$ cat src/rtl/shutoff_pkg.sv
// How it works
// - Switch on reserves terminals 1 and 3.
// - Switch on overrides old terminal 1/3 functions.
// - Terminal 1 fixed reset, normally-open.
// - Terminal 3 fixed hard stop, normally-closed.
// - Stop input cuts gating in hardware, latches trip.
// - Open or wrong-logic terminal 3 trips.
// - Only terminal 1 clears trip, panel ignored.
// - Switch off defaults: reverse run, external trip.
// - Switch on removes duplicate reset allocations.
// - Switch off: terminal 3 unallocated, nothing restored.
// - Reset function forces normally-open polarity.
// - Hard stop on terminal 3 forces normally-closed.
// - Manual hard stop selection is refused.
// - Only switching stops; power stays connected.
package shutoff_pkg;

    localparam int N_TERM = 8;
    localparam int IRQ_W  = 4;

    // Function codes are decimal in the terminal settings: 01, 12, 18, 64
    localparam logic [7:0] FN_REVERSE_RUN = 8'h01;
    localparam logic [7:0] FN_EXTERNAL    = 8'h0C;
    localparam logic [7:0] FN_TRIP_CLEAR  = 8'h12;
    localparam logic [7:0] FN_HARD_STOP   = 8'h40;
    localparam logic [7:0] FN_NONE        = 8'hFF;

    localparam logic POL_NO = 1'b0;
    localparam logic POL_NC = 1'b1;

    localparam logic [2:0] TERM1_IDX = 3'h0;
    localparam logic [2:0] TERM3_IDX = 3'h2;

    localparam logic [N_TERM-1:0][7:0] TERM_FN_RST = {
        FN_NONE, FN_NONE, FN_NONE, FN_NONE, FN_NONE, FN_EXTERNAL, FN_NONE, FN_REVERSE_RUN};
    localparam logic [N_TERM-1:0] TERM_POL_RST = 8'h00;

    // APB byte addresses
    localparam logic [11:0] ADDR_PANEL     = 12'h000;
    localparam logic [11:0] ADDR_STATUS    = 12'h004;
    localparam logic [11:0] ADDR_IRQ_STS   = 12'h008;
    localparam logic [11:0] ADDR_IRQ_MASK  = 12'h00C;
    localparam logic [11:0] ADDR_TERM_BASE = 12'h020;
    localparam logic [11:0] ADDR_TERM_MASK = 12'hFE3;
    localparam int          TERM_IDX_LSB   = 2;
    localparam int          TERM_POL_BIT   = 8;

    localparam int ST_TRIP   = 0;
    localparam int ST_SWITCH = 1;
    localparam int ST_DEMAND = 2;
    localparam int ST_GATE   = 3;

    localparam int IRQ_TRIP     = 0;
    localparam int IRQ_PANEL    = 1;
    localparam int IRQ_REJECT   = 2;
    localparam int IRQ_SWITCH   = 3;
    localparam int PANEL_RESET_BIT = 0;

endpackage

$ cat src/rtl/hard_stop_latch.sv
module hard_stop_latch
    import shutoff_pkg::*;
(
    // Clock and reset
    input  wire logic i_clk,
    input  wire logic i_rst_n,
    // Terminal levels, high means contact closed
    input  wire logic i_armed,
    input  wire logic i_stop_contact,
    input  wire logic i_clear_contact,
    // Gate path
    input  wire logic i_gate_request,
    output logic      o_gate_drive,
    // Status
    output logic      o_trip,
    output logic      o_trip_set,
    output logic      o_demand
);

    typedef struct packed {
        logic trip;
        logic trip_set;
        logic demand;
        logic clear_prev;
        logic gate;
    } latch_state_t;

    latch_state_t q;
    latch_state_t d;

    always_comb begin
        logic demand;
        logic clear_edge;
        demand     = 1'b0;
        clear_edge = 1'b0;
        d          = q;
        // Open, unwired or inverted contact all read low, so all demand a stop
        demand     = i_armed & ~i_stop_contact;
        clear_edge = i_clear_contact & ~q.clear_prev;
        // Demand wins over a clear, so a held stop can never be cleared
        d.trip       = demand | (q.trip & ~(clear_edge & ~demand));
        d.trip_set   = demand & ~q.trip;
        d.demand     = demand;
        d.clear_prev = i_clear_contact;
        // Only the switching gate drops; no power path is opened here
        d.gate = i_gate_request & ~demand & ~q.trip;
    end

    always_ff @(posedge i_clk or negedge i_rst_n) begin
        if (!i_rst_n) begin
            q <= '0;
        end else begin
            q <= d;
        end
    end

    assign o_gate_drive = q.gate;
    assign o_trip       = q.trip;
    assign o_trip_set   = q.trip_set;
    assign o_demand     = q.demand;

    AST_GATE_CUT: assert property (@(posedge i_clk) disable iff (!i_rst_n)
        (i_armed && !i_stop_contact) |=> (!o_gate_drive && o_trip))
        else $error("gate not cut on stop demand");

    AST_TRIP_HOLD: assert property (@(posedge i_clk) disable iff (!i_rst_n)
        (o_trip && !i_clear_contact) |=> o_trip)
        else $error("trip dropped without clear input");

endmodule

$ cat src/rtl/shutoff_interlock.sv
module shutoff_interlock
    import shutoff_pkg::*;
(
    // Clock and reset
    input  wire logic        i_clk,
    input  wire logic        i_rst_n,
    // APB slave
    input  wire logic        i_psel,
    input  wire logic        i_penable,
    input  wire logic        i_pwrite,
    input  wire logic [11:0] i_paddr,
    input  wire logic [31:0] i_pwdata,
    output logic      [31:0] o_prdata,
    output logic             o_pready,
    output logic             o_pslverr,
    // Board switch and input terminals 1..8 at bits 0..7
    input  wire logic        i_shutoff_enable_switch,
    input  wire logic [7:0]  i_input_terminals,
    // Switching gate
    input  wire logic        i_gate_request,
    output logic             o_gate_drive,
    // Status
    output logic             o_shutoff_trip,
    output logic             o_irq
);

    typedef struct packed {
        logic [N_TERM-1:0][7:0] term_fn;
        logic [N_TERM-1:0]      term_pol;
        logic                   sw_prev;
        logic [IRQ_W-1:0]       irq_sts;
        logic [IRQ_W-1:0]       irq_mask;
        logic [31:0]            prdata;
        logic                   pready;
        logic                   pslverr;
        logic                   irq;
    } top_state_t;

    top_state_t q;
    top_state_t d;

    logic trip;
    logic trip_set;
    logic demand;

    function automatic logic is_term(input logic [11:0] a);
        return (a & ADDR_TERM_MASK) == ADDR_TERM_BASE;
    endfunction

    function automatic logic is_mapped(input logic [11:0] a);
        return is_term(a) || a == ADDR_PANEL || a == ADDR_STATUS ||
               a == ADDR_IRQ_STS || a == ADDR_IRQ_MASK;
    endfunction

    // Hard stop is never selectable by hand; reserved terminals are locked
    function automatic logic write_refused(input logic [2:0] idx, input logic [7:0] code,
                                           input logic sw);
        return (code == FN_HARD_STOP) ||
               (sw && (idx == TERM1_IDX || idx == TERM3_IDX ||
                       code == FN_TRIP_CLEAR));
    endfunction

    function automatic logic fix_pol(input logic [2:0] idx, input logic [7:0] code,
                                     input logic pol);
        if (code == FN_TRIP_CLEAR) begin
            return POL_NO;
        end else if (idx == TERM3_IDX && code == FN_HARD_STOP) begin
            return POL_NC;
        end
        return pol;
    endfunction

    function automatic logic [3:0] clear_count(input logic [N_TERM-1:0][7:0] fn);
        logic [3:0] n;
        n = 4'h0;
        for (int i = 0; i < N_TERM; i++) begin
            n = n + 4'(fn[i] == FN_TRIP_CLEAR);
        end
        return n;
    endfunction

    function automatic logic clear_pol_ok(input logic [N_TERM-1:0][7:0] fn,
                                          input logic [N_TERM-1:0]      pol);
        logic ok;
        ok = 1'b1;
        for (int i = 0; i < N_TERM; i++) begin
            if (fn[i] == FN_TRIP_CLEAR && pol[i] != POL_NO) begin
                ok = 1'b0;
            end
        end
        return ok;
    endfunction

    hard_stop_latch u_latch (
        .i_clk           (i_clk),
        .i_rst_n         (i_rst_n),
        .i_armed         (i_shutoff_enable_switch),
        .i_stop_contact  (i_input_terminals[TERM3_IDX]),
        .i_clear_contact (i_input_terminals[TERM1_IDX]),
        .i_gate_request  (i_gate_request),
        .o_gate_drive    (o_gate_drive),
        .o_trip          (trip),
        .o_trip_set      (trip_set),
        .o_demand        (demand)
    );

    always_comb begin
        logic             access;
        logic             commit;
        logic [2:0]       idx;
        logic [7:0]       code;
        logic [IRQ_W-1:0] ev;
        logic [IRQ_W-1:0] clr;
        access = 1'b0;
        commit = 1'b0;
        idx    = 3'h0;
        code   = 8'h00;
        ev     = '0;
        clr    = '0;
        d      = q;

        // One wait state so read data and pready leave flip-flops
        access    = i_psel & i_penable & ~q.pready;
        commit    = i_psel & i_penable & q.pready;
        idx       = i_paddr[TERM_IDX_LSB +: 3];
        code      = i_pwdata[7:0];
        d.pready  = access;
        d.pslverr = 1'b0;

        if (access) begin
            d.prdata  = '0;
            d.pslverr = ~is_mapped(i_paddr) |
                        (i_pwrite & is_term(i_paddr) &
                         write_refused(idx, code, i_shutoff_enable_switch));
            if (is_term(i_paddr)) begin
                d.prdata[7:0]         = q.term_fn[idx];
                d.prdata[TERM_POL_BIT] = q.term_pol[idx];
            end else if (i_paddr == ADDR_STATUS) begin
                d.prdata[ST_TRIP]   = trip;
                d.prdata[ST_SWITCH] = i_shutoff_enable_switch;
                d.prdata[ST_DEMAND] = demand;
                d.prdata[ST_GATE]   = o_gate_drive;
            end else if (i_paddr == ADDR_IRQ_STS) begin
                d.prdata[IRQ_W-1:0] = q.irq_sts;
            end else if (i_paddr == ADDR_IRQ_MASK) begin
                d.prdata[IRQ_W-1:0] = q.irq_mask;
            end
        end

        if (commit && i_pwrite) begin
            if (is_term(i_paddr)) begin
                if (write_refused(idx, code, i_shutoff_enable_switch)) begin
                    ev[IRQ_REJECT] = 1'b1;
                end else begin
                    d.term_fn[idx]  = code;
                    d.term_pol[idx] = fix_pol(idx, code, i_pwdata[TERM_POL_BIT]);
                end
            end else if (i_paddr == ADDR_PANEL && i_pwdata[PANEL_RESET_BIT]) begin
                // Panel reset is noted but never reaches the trip latch
                ev[IRQ_PANEL] = 1'b1;
            end else if (i_paddr == ADDR_IRQ_STS) begin
                clr = i_pwdata[IRQ_W-1:0];
            end else if (i_paddr == ADDR_IRQ_MASK) begin
                d.irq_mask = i_pwdata[IRQ_W-1:0];
            end
        end

        // Switch edges take priority over a same-cycle register write
        if (i_shutoff_enable_switch && !q.sw_prev) begin
            for (int i = 0; i < N_TERM; i++) begin
                if (i != int'(TERM3_IDX) && d.term_fn[i] == FN_TRIP_CLEAR) begin
                    d.term_fn[i] = FN_NONE;
                end
            end
            d.term_fn[TERM1_IDX]  = FN_TRIP_CLEAR;
            d.term_pol[TERM1_IDX] = POL_NO;
            d.term_fn[TERM3_IDX]  = FN_HARD_STOP;
            d.term_pol[TERM3_IDX] = POL_NC;
            ev[IRQ_SWITCH]        = 1'b1;
        end else if (!i_shutoff_enable_switch && q.sw_prev) begin
            // Old allocations are gone for good; software must reassign
            d.term_fn[TERM3_IDX]  = FN_NONE;
            d.term_pol[TERM3_IDX] = POL_NC;
            d.term_fn[TERM1_IDX]  = FN_TRIP_CLEAR;
            d.term_pol[TERM1_IDX] = POL_NO;
            ev[IRQ_SWITCH]       = 1'b1;
        end
        d.sw_prev = i_shutoff_enable_switch;

        ev[IRQ_TRIP] = trip_set;
        // A new event wins over a same-cycle clear
        d.irq_sts = (q.irq_sts & ~clr) | ev;
        d.irq     = |(d.irq_sts & d.irq_mask);
    end

    always_ff @(posedge i_clk or negedge i_rst_n) begin
        if (!i_rst_n) begin
            q          <= '0;
            q.term_fn  <= TERM_FN_RST;
            q.term_pol <= TERM_POL_RST;
        end else begin
            q <= d;
        end
    end

    assign o_prdata       = q.prdata;
    assign o_pready       = q.pready;
    assign o_pslverr      = q.pslverr;
    assign o_irq          = q.irq;
    assign o_shutoff_trip = trip;

    AST_T1_FIXED: assert property (@(posedge i_clk) disable iff (!i_rst_n)
        (q.sw_prev && i_shutoff_enable_switch) |->
        (q.term_fn[TERM1_IDX] == FN_TRIP_CLEAR && q.term_pol[TERM1_IDX] == POL_NO))
        else $error("terminal 1 not fixed to clear input");

    AST_T3_FIXED: assert property (@(posedge i_clk) disable iff (!i_rst_n)
        (q.sw_prev && i_shutoff_enable_switch) |->
        (q.term_fn[TERM3_IDX] == FN_HARD_STOP && q.term_pol[TERM3_IDX] == POL_NC))
        else $error("terminal 3 not fixed to hard stop");

    AST_CLEAR_POL_NO: assert property (@(posedge i_clk) disable iff (!i_rst_n)
        (q.term_fn[1] == FN_TRIP_CLEAR) |-> (q.term_pol[1] == POL_NO))
        else $error("clear function with normally-closed polarity");

    AST_STOP_POL_NC: assert property (@(posedge i_clk) disable iff (!i_rst_n)
        (q.term_fn[TERM3_IDX] == FN_HARD_STOP) |-> (q.term_pol[TERM3_IDX] == POL_NC))
        else $error("hard stop with normally-open polarity");

    AST_NO_MANUAL_STOP: assert property (@(posedge i_clk) disable iff (!i_rst_n)
        (i_psel && i_penable && q.pready && i_pwrite && is_term(i_paddr) &&
         i_pwdata[7:0] == FN_HARD_STOP && i_shutoff_enable_switch == q.sw_prev)
        |=> ($stable(q.term_fn) && q.irq_sts[IRQ_REJECT]))
        else $error("manual hard stop selection accepted");

    AST_NO_DUP_CLEAR: assert property (@(posedge i_clk) disable iff (!i_rst_n)
        (i_shutoff_enable_switch && !q.sw_prev) |=>
        (q.term_fn[1] != FN_TRIP_CLEAR && q.term_fn[7] != FN_TRIP_CLEAR &&
         q.term_fn[TERM1_IDX] == FN_TRIP_CLEAR))
        else $error("duplicate clear allocation after switch on");

    AST_SWITCH_OFF: assert property (@(posedge i_clk) disable iff (!i_rst_n)
        (!i_shutoff_enable_switch && q.sw_prev) |=>
        (q.term_fn[TERM3_IDX] == FN_NONE && q.term_pol[TERM3_IDX] == POL_NC &&
         q.term_fn[TERM1_IDX] == FN_TRIP_CLEAR))
        else $error("terminal settings wrong after switch off");

    AST_PANEL_IGNORED: assert property (@(posedge i_clk) disable iff (!i_rst_n)
        (trip && i_psel && i_penable && q.pready && i_pwrite && i_paddr == ADDR_PANEL &&
         i_pwdata[PANEL_RESET_BIT] && !i_input_terminals[TERM1_IDX]) |=>
        (trip && q.irq_sts[IRQ_PANEL]))
        else $error("panel reset cleared the trip");

    AST_TRIP_ON_OPEN: assert property (@(posedge i_clk) disable iff (!i_rst_n)
        (i_shutoff_enable_switch && !i_input_terminals[TERM3_IDX]) |=>
        (o_shutoff_trip && !o_gate_drive))
        else $error("open stop contact did not trip");

    AST_LOCK_REFUSED: assert property (@(posedge i_clk) disable iff (!i_rst_n)
        (i_shutoff_enable_switch && i_psel && i_penable && !q.pready && i_pwrite &&
         is_term(i_paddr) && (i_paddr[TERM_IDX_LSB +: 3] == TERM1_IDX ||
                              i_paddr[TERM_IDX_LSB +: 3] == TERM3_IDX))
        |=> (o_pready && o_pslverr))
        else $error("write to reserved terminal not refused");

    AST_REJECT_IRQ: assert property (@(posedge i_clk) disable iff (!i_rst_n)
        (i_shutoff_enable_switch && i_psel && i_penable && q.pready && i_pwrite &&
         is_term(i_paddr) && i_paddr[TERM_IDX_LSB +: 3] == TERM1_IDX)
        |=> q.irq_sts[IRQ_REJECT])
        else $error("refused terminal write not flagged");

    AST_STOP_CODE_ERR: assert property (@(posedge i_clk) disable iff (!i_rst_n)
        (i_psel && i_penable && !q.pready && i_pwrite && is_term(i_paddr) &&
         i_pwdata[7:0] == FN_HARD_STOP) |=> (o_pready && o_pslverr))
        else $error("hard stop code write not refused");

    AST_SW_ON_ALLOC: assert property (@(posedge i_clk) disable iff (!i_rst_n)
        (i_shutoff_enable_switch && !q.sw_prev) |=>
        (q.term_fn[TERM1_IDX] == FN_TRIP_CLEAR && q.term_fn[TERM3_IDX] == FN_HARD_STOP &&
         q.term_pol[TERM1_IDX] == POL_NO && q.term_pol[TERM3_IDX] == POL_NC))
        else $error("switch on did not allocate terminals 1 and 3");

    AST_ONE_CLEAR: assert property (@(posedge i_clk) disable iff (!i_rst_n)
        (i_shutoff_enable_switch && q.sw_prev) |-> (clear_count(q.term_fn) == 4'h1))
        else $error("clear function allocated more than once");

    AST_CLEAR_POL_ALL: assert property (@(posedge i_clk) disable iff (!i_rst_n)
        clear_pol_ok(q.term_fn, q.term_pol))
        else $error("clear function terminal not normally-open");

    AST_TRIP_NO_GATE: assert property (@(posedge i_clk) disable iff (!i_rst_n)
        o_shutoff_trip |-> !o_gate_drive)
        else $error("gate driven while trip latched");

    AST_TRIP_IRQ: assert property (@(posedge i_clk) disable iff (!i_rst_n)
        trip_set |=> q.irq_sts[IRQ_TRIP])
        else $error("trip event not recorded");

    AST_STATUS_TRIP: assert property (@(posedge i_clk) disable iff (!i_rst_n)
        (i_psel && i_penable && !q.pready && !i_pwrite && i_paddr == ADDR_STATUS) |=>
        (o_prdata[ST_TRIP] == $past(trip) && o_prdata[ST_GATE] == $past(o_gate_drive)))
        else $error("status read does not show trip and gate");

    AST_STOP_KEEPS_TRIP: assert property (@(posedge i_clk) disable iff (!i_rst_n)
        (trip && i_shutoff_enable_switch && !i_input_terminals[TERM3_IDX]) |=> trip)
        else $error("trip cleared while stop still demanded");

    AST_OFF_NO_RESTORE: assert property (@(posedge i_clk) disable iff (!i_rst_n)
        (!i_shutoff_enable_switch && !q.sw_prev &&
         !(i_psel && i_penable && q.pready && i_pwrite)) |=>
        ($stable(q.term_fn) && $stable(q.term_pol)))
        else $error("terminal settings changed without a write");

endmodule

$ cat config.mk
export PLATFORM = sky130hd
export DESIGN_NAME = shutoff_interlock
export DESIGN_NICKNAME = d
export VERILOG_FILES = /design/src/rtl/shutoff_pkg.sv /design/src/rtl/hard_stop_latch.sv /design/src/rtl/shutoff_interlock.sv
export SDC_FILE = /design/constraint.sdc
export NUM_CORES = 1
export LEC_CHECK = 0
export BUFFER_PORTS_ARGS = -buffer_cell sky130_fd_sc_hd__buf_2
export CORE_UTILIZATION = 56
export DETAILED_ROUTE_END_ITERATION = 12
export GPL_TIMING_DRIVEN = 1
export PLACE_DENSITY = 0.8
export SKIP_LAST_GASP = 1
export SYNTH_ARGS = -nofsm -noshare
export SYNTH_HDL_FRONTEND = slang
export SYNTH_SLANG_ARGS = --single-unit
$ cat constraint.sdc
create_clock -name i_clk -period 2.1 [get_ports i_clk]
set_clock_uncertainty 0.15 [all_clocks]
set_input_delay 0.105 -clock i_clk [delete_from_list [all_inputs] [get_ports i_clk]]
set_output_delay 0.105 -clock i_clk [all_outputs]
set_load 0.05 [all_outputs]
==> results of run 1 <==
## how the worst min path moves through the flow
stage	startpoint	cells after the start	slack (ns)	end
2_1_floorplan	i_rst_n	0	-0.34	o_irq
3_5_place_dp	i_rst_n	1	-0.11	q[55]
6_report	i_pwdata[6]	4	0.02	q[74]
3_3_place_gp	i_rst_n	1	-0.11	q[55]
4_1_cts	i_pwdata[6]	4	0.005	q[74]
5_1_grt	i_pwdata[3]	4	0.02	q[38]
## cell usage after synthesis, types with 11 or more instances
master | number | area, um^2
mux2_2 | 20 | 225.2
nand2_1 | 33 | 123.9
buf_2 | 11 | 55.05
dfrtp_1 | 47 | 1176
buf_4 | 33 | 247.7
nor2_1 | 61 | 229.0
o21ai_0 | 14 | 70.07
a21oi_1 | 15 | 75.07
mux2i_1 | 53 | 530.5
dfstp_2 | 51 | 1340
a31oi_1 | 13 | 81.33
mux4_2 | 18 | 405.4
clkbuf_1 | 11 | 41.29
inv_1 | 12 | 45.04
## flip-flops by register name, indices dropped and copies added, names as in the netlist
| signal | count |
|---|---|
| u_latch.o_gate_drive | 1 |
| o_prdata | 9 |
| o_irq | 1 |
| q | 81 |
| u_latch.o_trip | 1 |
| o_pready | 1 |
| u_latch.o_demand | 1 |
| o_pslverr | 1 |
| u_latch.q | 1 |
| u_latch.o_trip_set | 1 |
## worst min-delay path, cell delays in order
cell and delay (ns):
buf_2 0.10, buf_4 0.15, mux2i_1 0.08, nand2_1 0.06
## area by class of cell
type	count	area [um^2]	share of cell area, %
Inverter	12	45.04	0.7326
Tap cell	129	161.4	2.625
Clock buffer	11	131.4	2.137
Multi-Input combinational cell	333	2560	41.64
Sequential cell	98	2517	40.94
Timing Repair Buffer	97	654.4	10.64
Clock inverter	5	78.83	1.282
## placed cells by master, fill, tap and decap left out, drive strengths merged, types with 3 or more instances in the layout
cell         netlist  final
a221oi             4      4
clkbuf            11     11
mux4              18     18
dfstp             51     51
a31oi             13     13
nor3b              3      3
dfrtp             47     47
nor2b              3      3
nand3             11     11
nor2              61     61
and3               4      4
nand2             33     33
a21oi             15     15
buf               48     91
and4               3      3
nor4               5      5
nor3               8      8
mux2              23     23
nand4              4      4
mux2i             53     53
o21ai             14     14
conb               1     23
dlygate4sd3        0      6
nor4b              7      7
a21o               3      3
inv               12     13
nor4bb             6      6
## cell families (layout without fill, tap and decap cells)
family,Yosys count,after routing,synth area share (%)
multiplexers,94,94,22.39
flip-flops,98,98,46.70
buffers and inverters,71,125,7.919
adder cells (fa/ha/maj),2,2,0.4644
AND/OR/NAND/NOR,157,157,15.88
other,1,23,0.06960
AO/OA/AOI/OAI,57,57,6.572
## power groups by stage
stage,combinational (mW),sequential [mW],clock (mW)
global placement,0.447,1.97,0
finish,0.472,1.94,1.32
floorplan,0.292,1.98,0
global route,0.504,1.94,1.42
detailed placement,0.454,1.97,0
CTS,0.467,1.94,1.34
## metrics by stage
| step | TNS (ns) | cell area (um^2) | instances | utilization [%] | hold WS [ns] |
|---|---|---|---|---|---|
| 6_report | 0 | 6148 | 685 | 66.23 | 0.01525 |
| 5_1_grt | -0.01568 | 6148 | 685 | 66.23 | 0.02289 |
| 4_1_cts | 0 | 6125 | 685 | 65.97 | 0.005167 |
| 3_5_place_dp | -12.33 | 5841 | 662 | 62.91 | -0.1088 |
| 3_3_place_gp | -8.141 | 5841 | 662 | 62.91 | -0.1144 |
| 2_1_floorplan | -0.04054 | 5472 | 502 | - | -0.3406 |
## per-layer routing
metal	global-route usage [%]	vias to the layer above
met5	0	-
met4	15.05	0
met3	4.596	42
met1	38.38	2037
met2	45.78	241
li1	-	1813
## timing repair
| item | in CTS | in global routing |
|---|---|---|
| setup buffers | 1 | 0 |
| hold endpoints to repair | 60 | 0 |
| endpoints found under the setup margin | 46 | 39 |
| hold buffers | 6 | 0 |
| pin swaps | 1 | 2 |
| resized for setup | 1 | 7 |
==> run summary, run 1 <==
fillers: 667
vias in the first global route: 4044
final worst slack: 0.08647 ns
first-pass GRT wire length: 21580 um
Min Clock Period, post-route: 2.014 ns
kind of critical path: reg -> reg
Crit. Startpoint: q[43]
gr ovfl total: 0
RSZ-0062 raised after global routing: true
Worst Path Required: 2.24 ns
Hold Crit Class: in -> reg
largest net degree at the start of global routing: 47
Post-DP HPWL: 9264 um
CORE AREA: 9284 um^2
Int Power: 2.734 mW
CTS root buffer: clkbuf_8
cell count after synthesis: 480
CP top delay family: simple AND/OR/NAND/NOR gates
die height: 100.1 um
mapped cell area: 5388 um^2
highest metal used: met4
Max clock buf depth: 2
clock sink count: 98
reg2reg setup slack: 0.09 ns
CTS H-tree lvls: 3
Top cell by count, worst path: nor2_1
final net count: 612
Netlist cell types: 50
via count: 4133
maxcap violations: 0
Setup crit start kind: flip-flop
Clock Latency Late Sink: 0.37 ns
pwr/cell area: 606.5 nW/um^2
critical path depth in cells: 8
Max Clock Freq: 0.4966 GHz
Comb power frac: 12.7%
DP Worst Slack: -0.4421 ns
Max IR drop VDD: 0.3458 mV
Buf/Inv on CP: 2
Critical Path Max Stage Delay: 0.48 ns
Die W: 100.1 um
Port Buffers: 43
Final Cycle Share: 95.88%
DR WL met2: 6202 um
top-level I/O count: 96
Critical-path top delay cell: nor4bb_1
Worst setup EP type: flip-flop
Worst-Margin Slew: 0.6946 ns
Final Max Tran Viols: 0
reg2reg path depth: 8
Crit Reg-Reg Startpoint: q[43]
final hold vios: 0
count of flip-flops with a built-in enable after synthesis: 0
Yosys warning count: 0
sequential power share: 51.9%
CTS clk-pin slew, worst paths: 0.09 ns
Synth async-reset ratio: 100.0%
register area share after synthesis: 46.70%
Area growth, synth to finish: 14.12%
Power Total: 3.729 mW
Initial Utilization: 58.03%
total CTS buffers: 9
total wire length: 13280 um
Syn Area/Cell: 11.22 um^2
post-synthesis register bit count: 98
M1 WL: 5521 um
met3 WL: 1045 um
P_sw: 0.9954 mW
CP Cell Sequence: inv_1, ha_2, nor4bb_1, nand2_1, nor2_1, buf_4, nor2_1, mux2i_1
Critical Path Fanout Max: 9
Reg-to-Reg End: q[84]
initial antenna violation count: 0
GPL Wtd Cong: 0.9778
layout cell share with drive strength beyond 1: 39.03%
all-layer global routing usage: 28.76%
WL/cell: 19.39 um
n_diodes: 0
leakage: 2.788 nW
num rows: 35
crit path DAT: 2.15 ns
CTS tree: done
outcome: finished, final reports clean
initial drt markers: 391
ys flop type: dfstp_2
Final setup violation count: 0
Antenna Nets Post-Route: 0
vias per cell: 6.034
Setup crit end: q[84]
sw frac: 26.69%
max_slew headroom: 53.52%
DR pass1 iterations: 6
drt drc: 0
Die Area: 10020 um^2
Clk network pwr share: 35.4%
No activity file was read; power rests on OpenSTA's default activity.
==> run 2: changes to the inputs <==
- CORE_ASPECT_RATIO: unset -> 1.1
- GPL_TIMING_DRIVEN: 1 -> unset
==> run 2 against run 1 <==
  * Combinational power increased by 2%
  * Sequential share of layout area down 0.15 points
  * Fmax is 1.0% lower
  * Largest power group unchanged
  * Worst setup slack lost 0.020 ns
  * Cell count down 2.6%
  * Die area about the same
  * Non-clock buffer count decreased by 6
  * Clock power up 12%
  * Sequential power is essentially flat
  * Critical path type is now in -> reg
  * Count of clock-buffer cells in the layout increased by 1
==> run summary, run 2 (synthesized netlist as in run 1, its figures left out) <==
max_slew headroom: 65.90% (+12 points)
GRT busiest layer: met2
Max IR drop VDD: 0.3494 mV (+1.0%)
all-layer global routing usage: 29.35% (+0.58 points)
GPL Wtd Cong: 0.9128 (-6.6%)
layout cell share with drive strength beyond 1: 39.45% (+0.43 points)
Reg with most FFs: q
Worst Path Required: 2.25 ns (about the same)
RSZ-0062 raised after global routing: true
num rows: 37 (+5.7%)
drt drc: 0 (unchanged)
CTS clk-pin slew, worst paths: 0.10 ns (about the same)
met2 usage: 44.39% (-1.4 points)
final hold vios: 0 (unchanged)
Worst-Margin Slew: 0.5115 ns (-0.1831 ns)
Hold Crit Class: in -> reg
initial antenna violation count: 0 (unchanged)
leakage: 2.785 nW (-0.12%)
Max clock buf depth: 2 (unchanged)
Area after DPL: 5773 um^2 (-1.2%)
Die Area: 10020 um^2 (about the same)
total CTS buffers: 9 (unchanged)
maxcap violations: 0 (unchanged)
n_diodes: 0 (unchanged)
die height: 104.9 um (+4.8%)
Critical Path Fanout Max: 6 (-3)
Min Clock Period, post-route: 2.034 ns (+0.02031 ns)
clock sink count: 98 (unchanged)
Max Clock Freq: 0.4917 GHz (-1.0%)
Clock Latency Late Sink: 0.38 ns (about the same)
pwr/cell area: 631.1 nW/um^2 (+4.1%)
WL/cell: 20.51 um (+5.8%)
final net count: 606 (-0.98%)
CTS tree: done
reg2reg setup slack: 0.09 ns (about the same)
Power Total: 3.895 mW (+4.4%)
Final Max Tran Viols: 0 (unchanged)
DR pass1 iterations: 6 (unchanged)
initial drt markers: 445 (+14%)
crit path DAT: 2.19 ns (+0.04 ns)
Die W: 95.52 um (-4.6%)
Port Buffers: 43 (unchanged)
largest net degree at the start of global routing: 72 (+53%)
total wire length: 13680 um (+3.0%)
top-level I/O count: 96 (unchanged)
max reg flops: 81 (unchanged)
CTS H-tree lvls: 3 (unchanged)
most common cell after layout, fill and taps aside: nor2_1
Worst setup EP type: flip-flop
Fin Setup TNS: 0 ns (unchanged)
Reg-to-Reg End: q[113]
fillers: 664 (-0.45%)
kind of critical path: in -> reg
Post-DP HPWL: 9479 um (+2.3%)
Final setup violation count: 0 (unchanged)
gr ovfl total: 0 (unchanged)
Crit Reg-Reg Startpoint: o_pready
vias per cell: 6.192 (+2.6%)
met1 Resource Use GR: 39.70% (+1.3 points)
Antenna Nets Post-Route: 0 (unchanged)
reg2reg path depth: 6 (-2)
Area growth, synth to finish: 14.54%
vias in the first global route: 4114 (+1.7%)
via count: 4130 (-0.073%)
Hold EP: o_pslverr
most frequent cells in the layout: nor2_1 (57), mux2i_1 (53), dfstp_2 (51)
design area: 6171 um^2 (+0.37%)
hold path startpoint: i_penable
Initial Utilization: 57.61% (-0.42 points)
CTS root buffer: clkbuf_8
M3 GR Usage: 3.712% (-0.88 points)
first-pass GRT wire length: 21620 um (+0.19%)
Setup crit start kind: input port
Final Cycle Share: 96.85% (+0.97 points)
outcome: finished, final reports clean
CORE AREA: 9351 um^2 (+0.73%)
Hold Path Depth: 4 (unchanged)
run 2: cell type report:
cell class	count	area, um^2	share of cell area [%]
flip-flops and latches	98	2517	40.79
inverters	12	45.04	0.7299
clock inverters	4	77.57	1.257
well taps	117	146.4	2.372
repair buffers	91	615.6	9.976
multi-input cells	333	2603	42.17
clock buffers	12	166.4	2.697
run 2: how the worst max path moves through the flow:
stage | from | end | slack, ns | cells after the start
global placement | i_paddr[8] | q[49] | -0.30 | 6
detailed placement | i_paddr[1] | q[99] | -0.46 | 7
finish | i_pwdata[1] | q[113] | 0.07 | 8
CTS | o_pready | q[110] | 0.003 | 6
global route | i_pwdata[1] | q[87] | 0.003 | 9
floorplan | o_pready | q[50] | -0.04 | 7
run 2: power breakdown:
part | internal (mW) | switching [mW]
registers | 1.92 | 0.0163
clock network | 0.786 | 0.691
logic | 0.143 | 0.338
total | 2.85 | 1.05
run 2: what timing repair did:
action,4_1_cts,5_1_grt
hold buffers,7,0
resized for setup,3,14
setup buffers,1,0
pin swaps,1,2
endpoints found under the setup margin,46,37
endpoints found under the hold margin,54,0
run 2: metrics by stage:
stage / util, % / cells / worst slack [ns] / hold WS (ns)
after CTS: 65.33 / 667 / 0.003441 / 0.02231
after detailed placement: 61.73 / 643 / -0.4572 / -0.09959
final: 65.99 / 667 / 0.06615 / 0.02178
after global routing: 65.99 / 667 / 0.003261 / 0.04015
after global placement: 61.73 / 643 / -0.2971 / -0.1044
after floorplan: - / 502 / -0.04054 / -0.3406
run 2: layer usage:
| metal | vias to the layer above | share of wire [%] |
|---|---|---|
| li1 | 1799 | - |
| met1 | 2066 | 40 |
| met2 | 207 | 48 |
| met3 | 58 | 6.8 |
| met4 | 0 | 5.1 |
| met5 | - | 0 |
run 2: critical path, cell delays in order:
cell and delay (ns):
dlygate4sd3_1 0.53, buf_2 0.15, and3_1 0.18, and3_1 0.22
nor3_4 0.28, and3_2 0.30, buf_4 0.19, mux2i_1 0.24
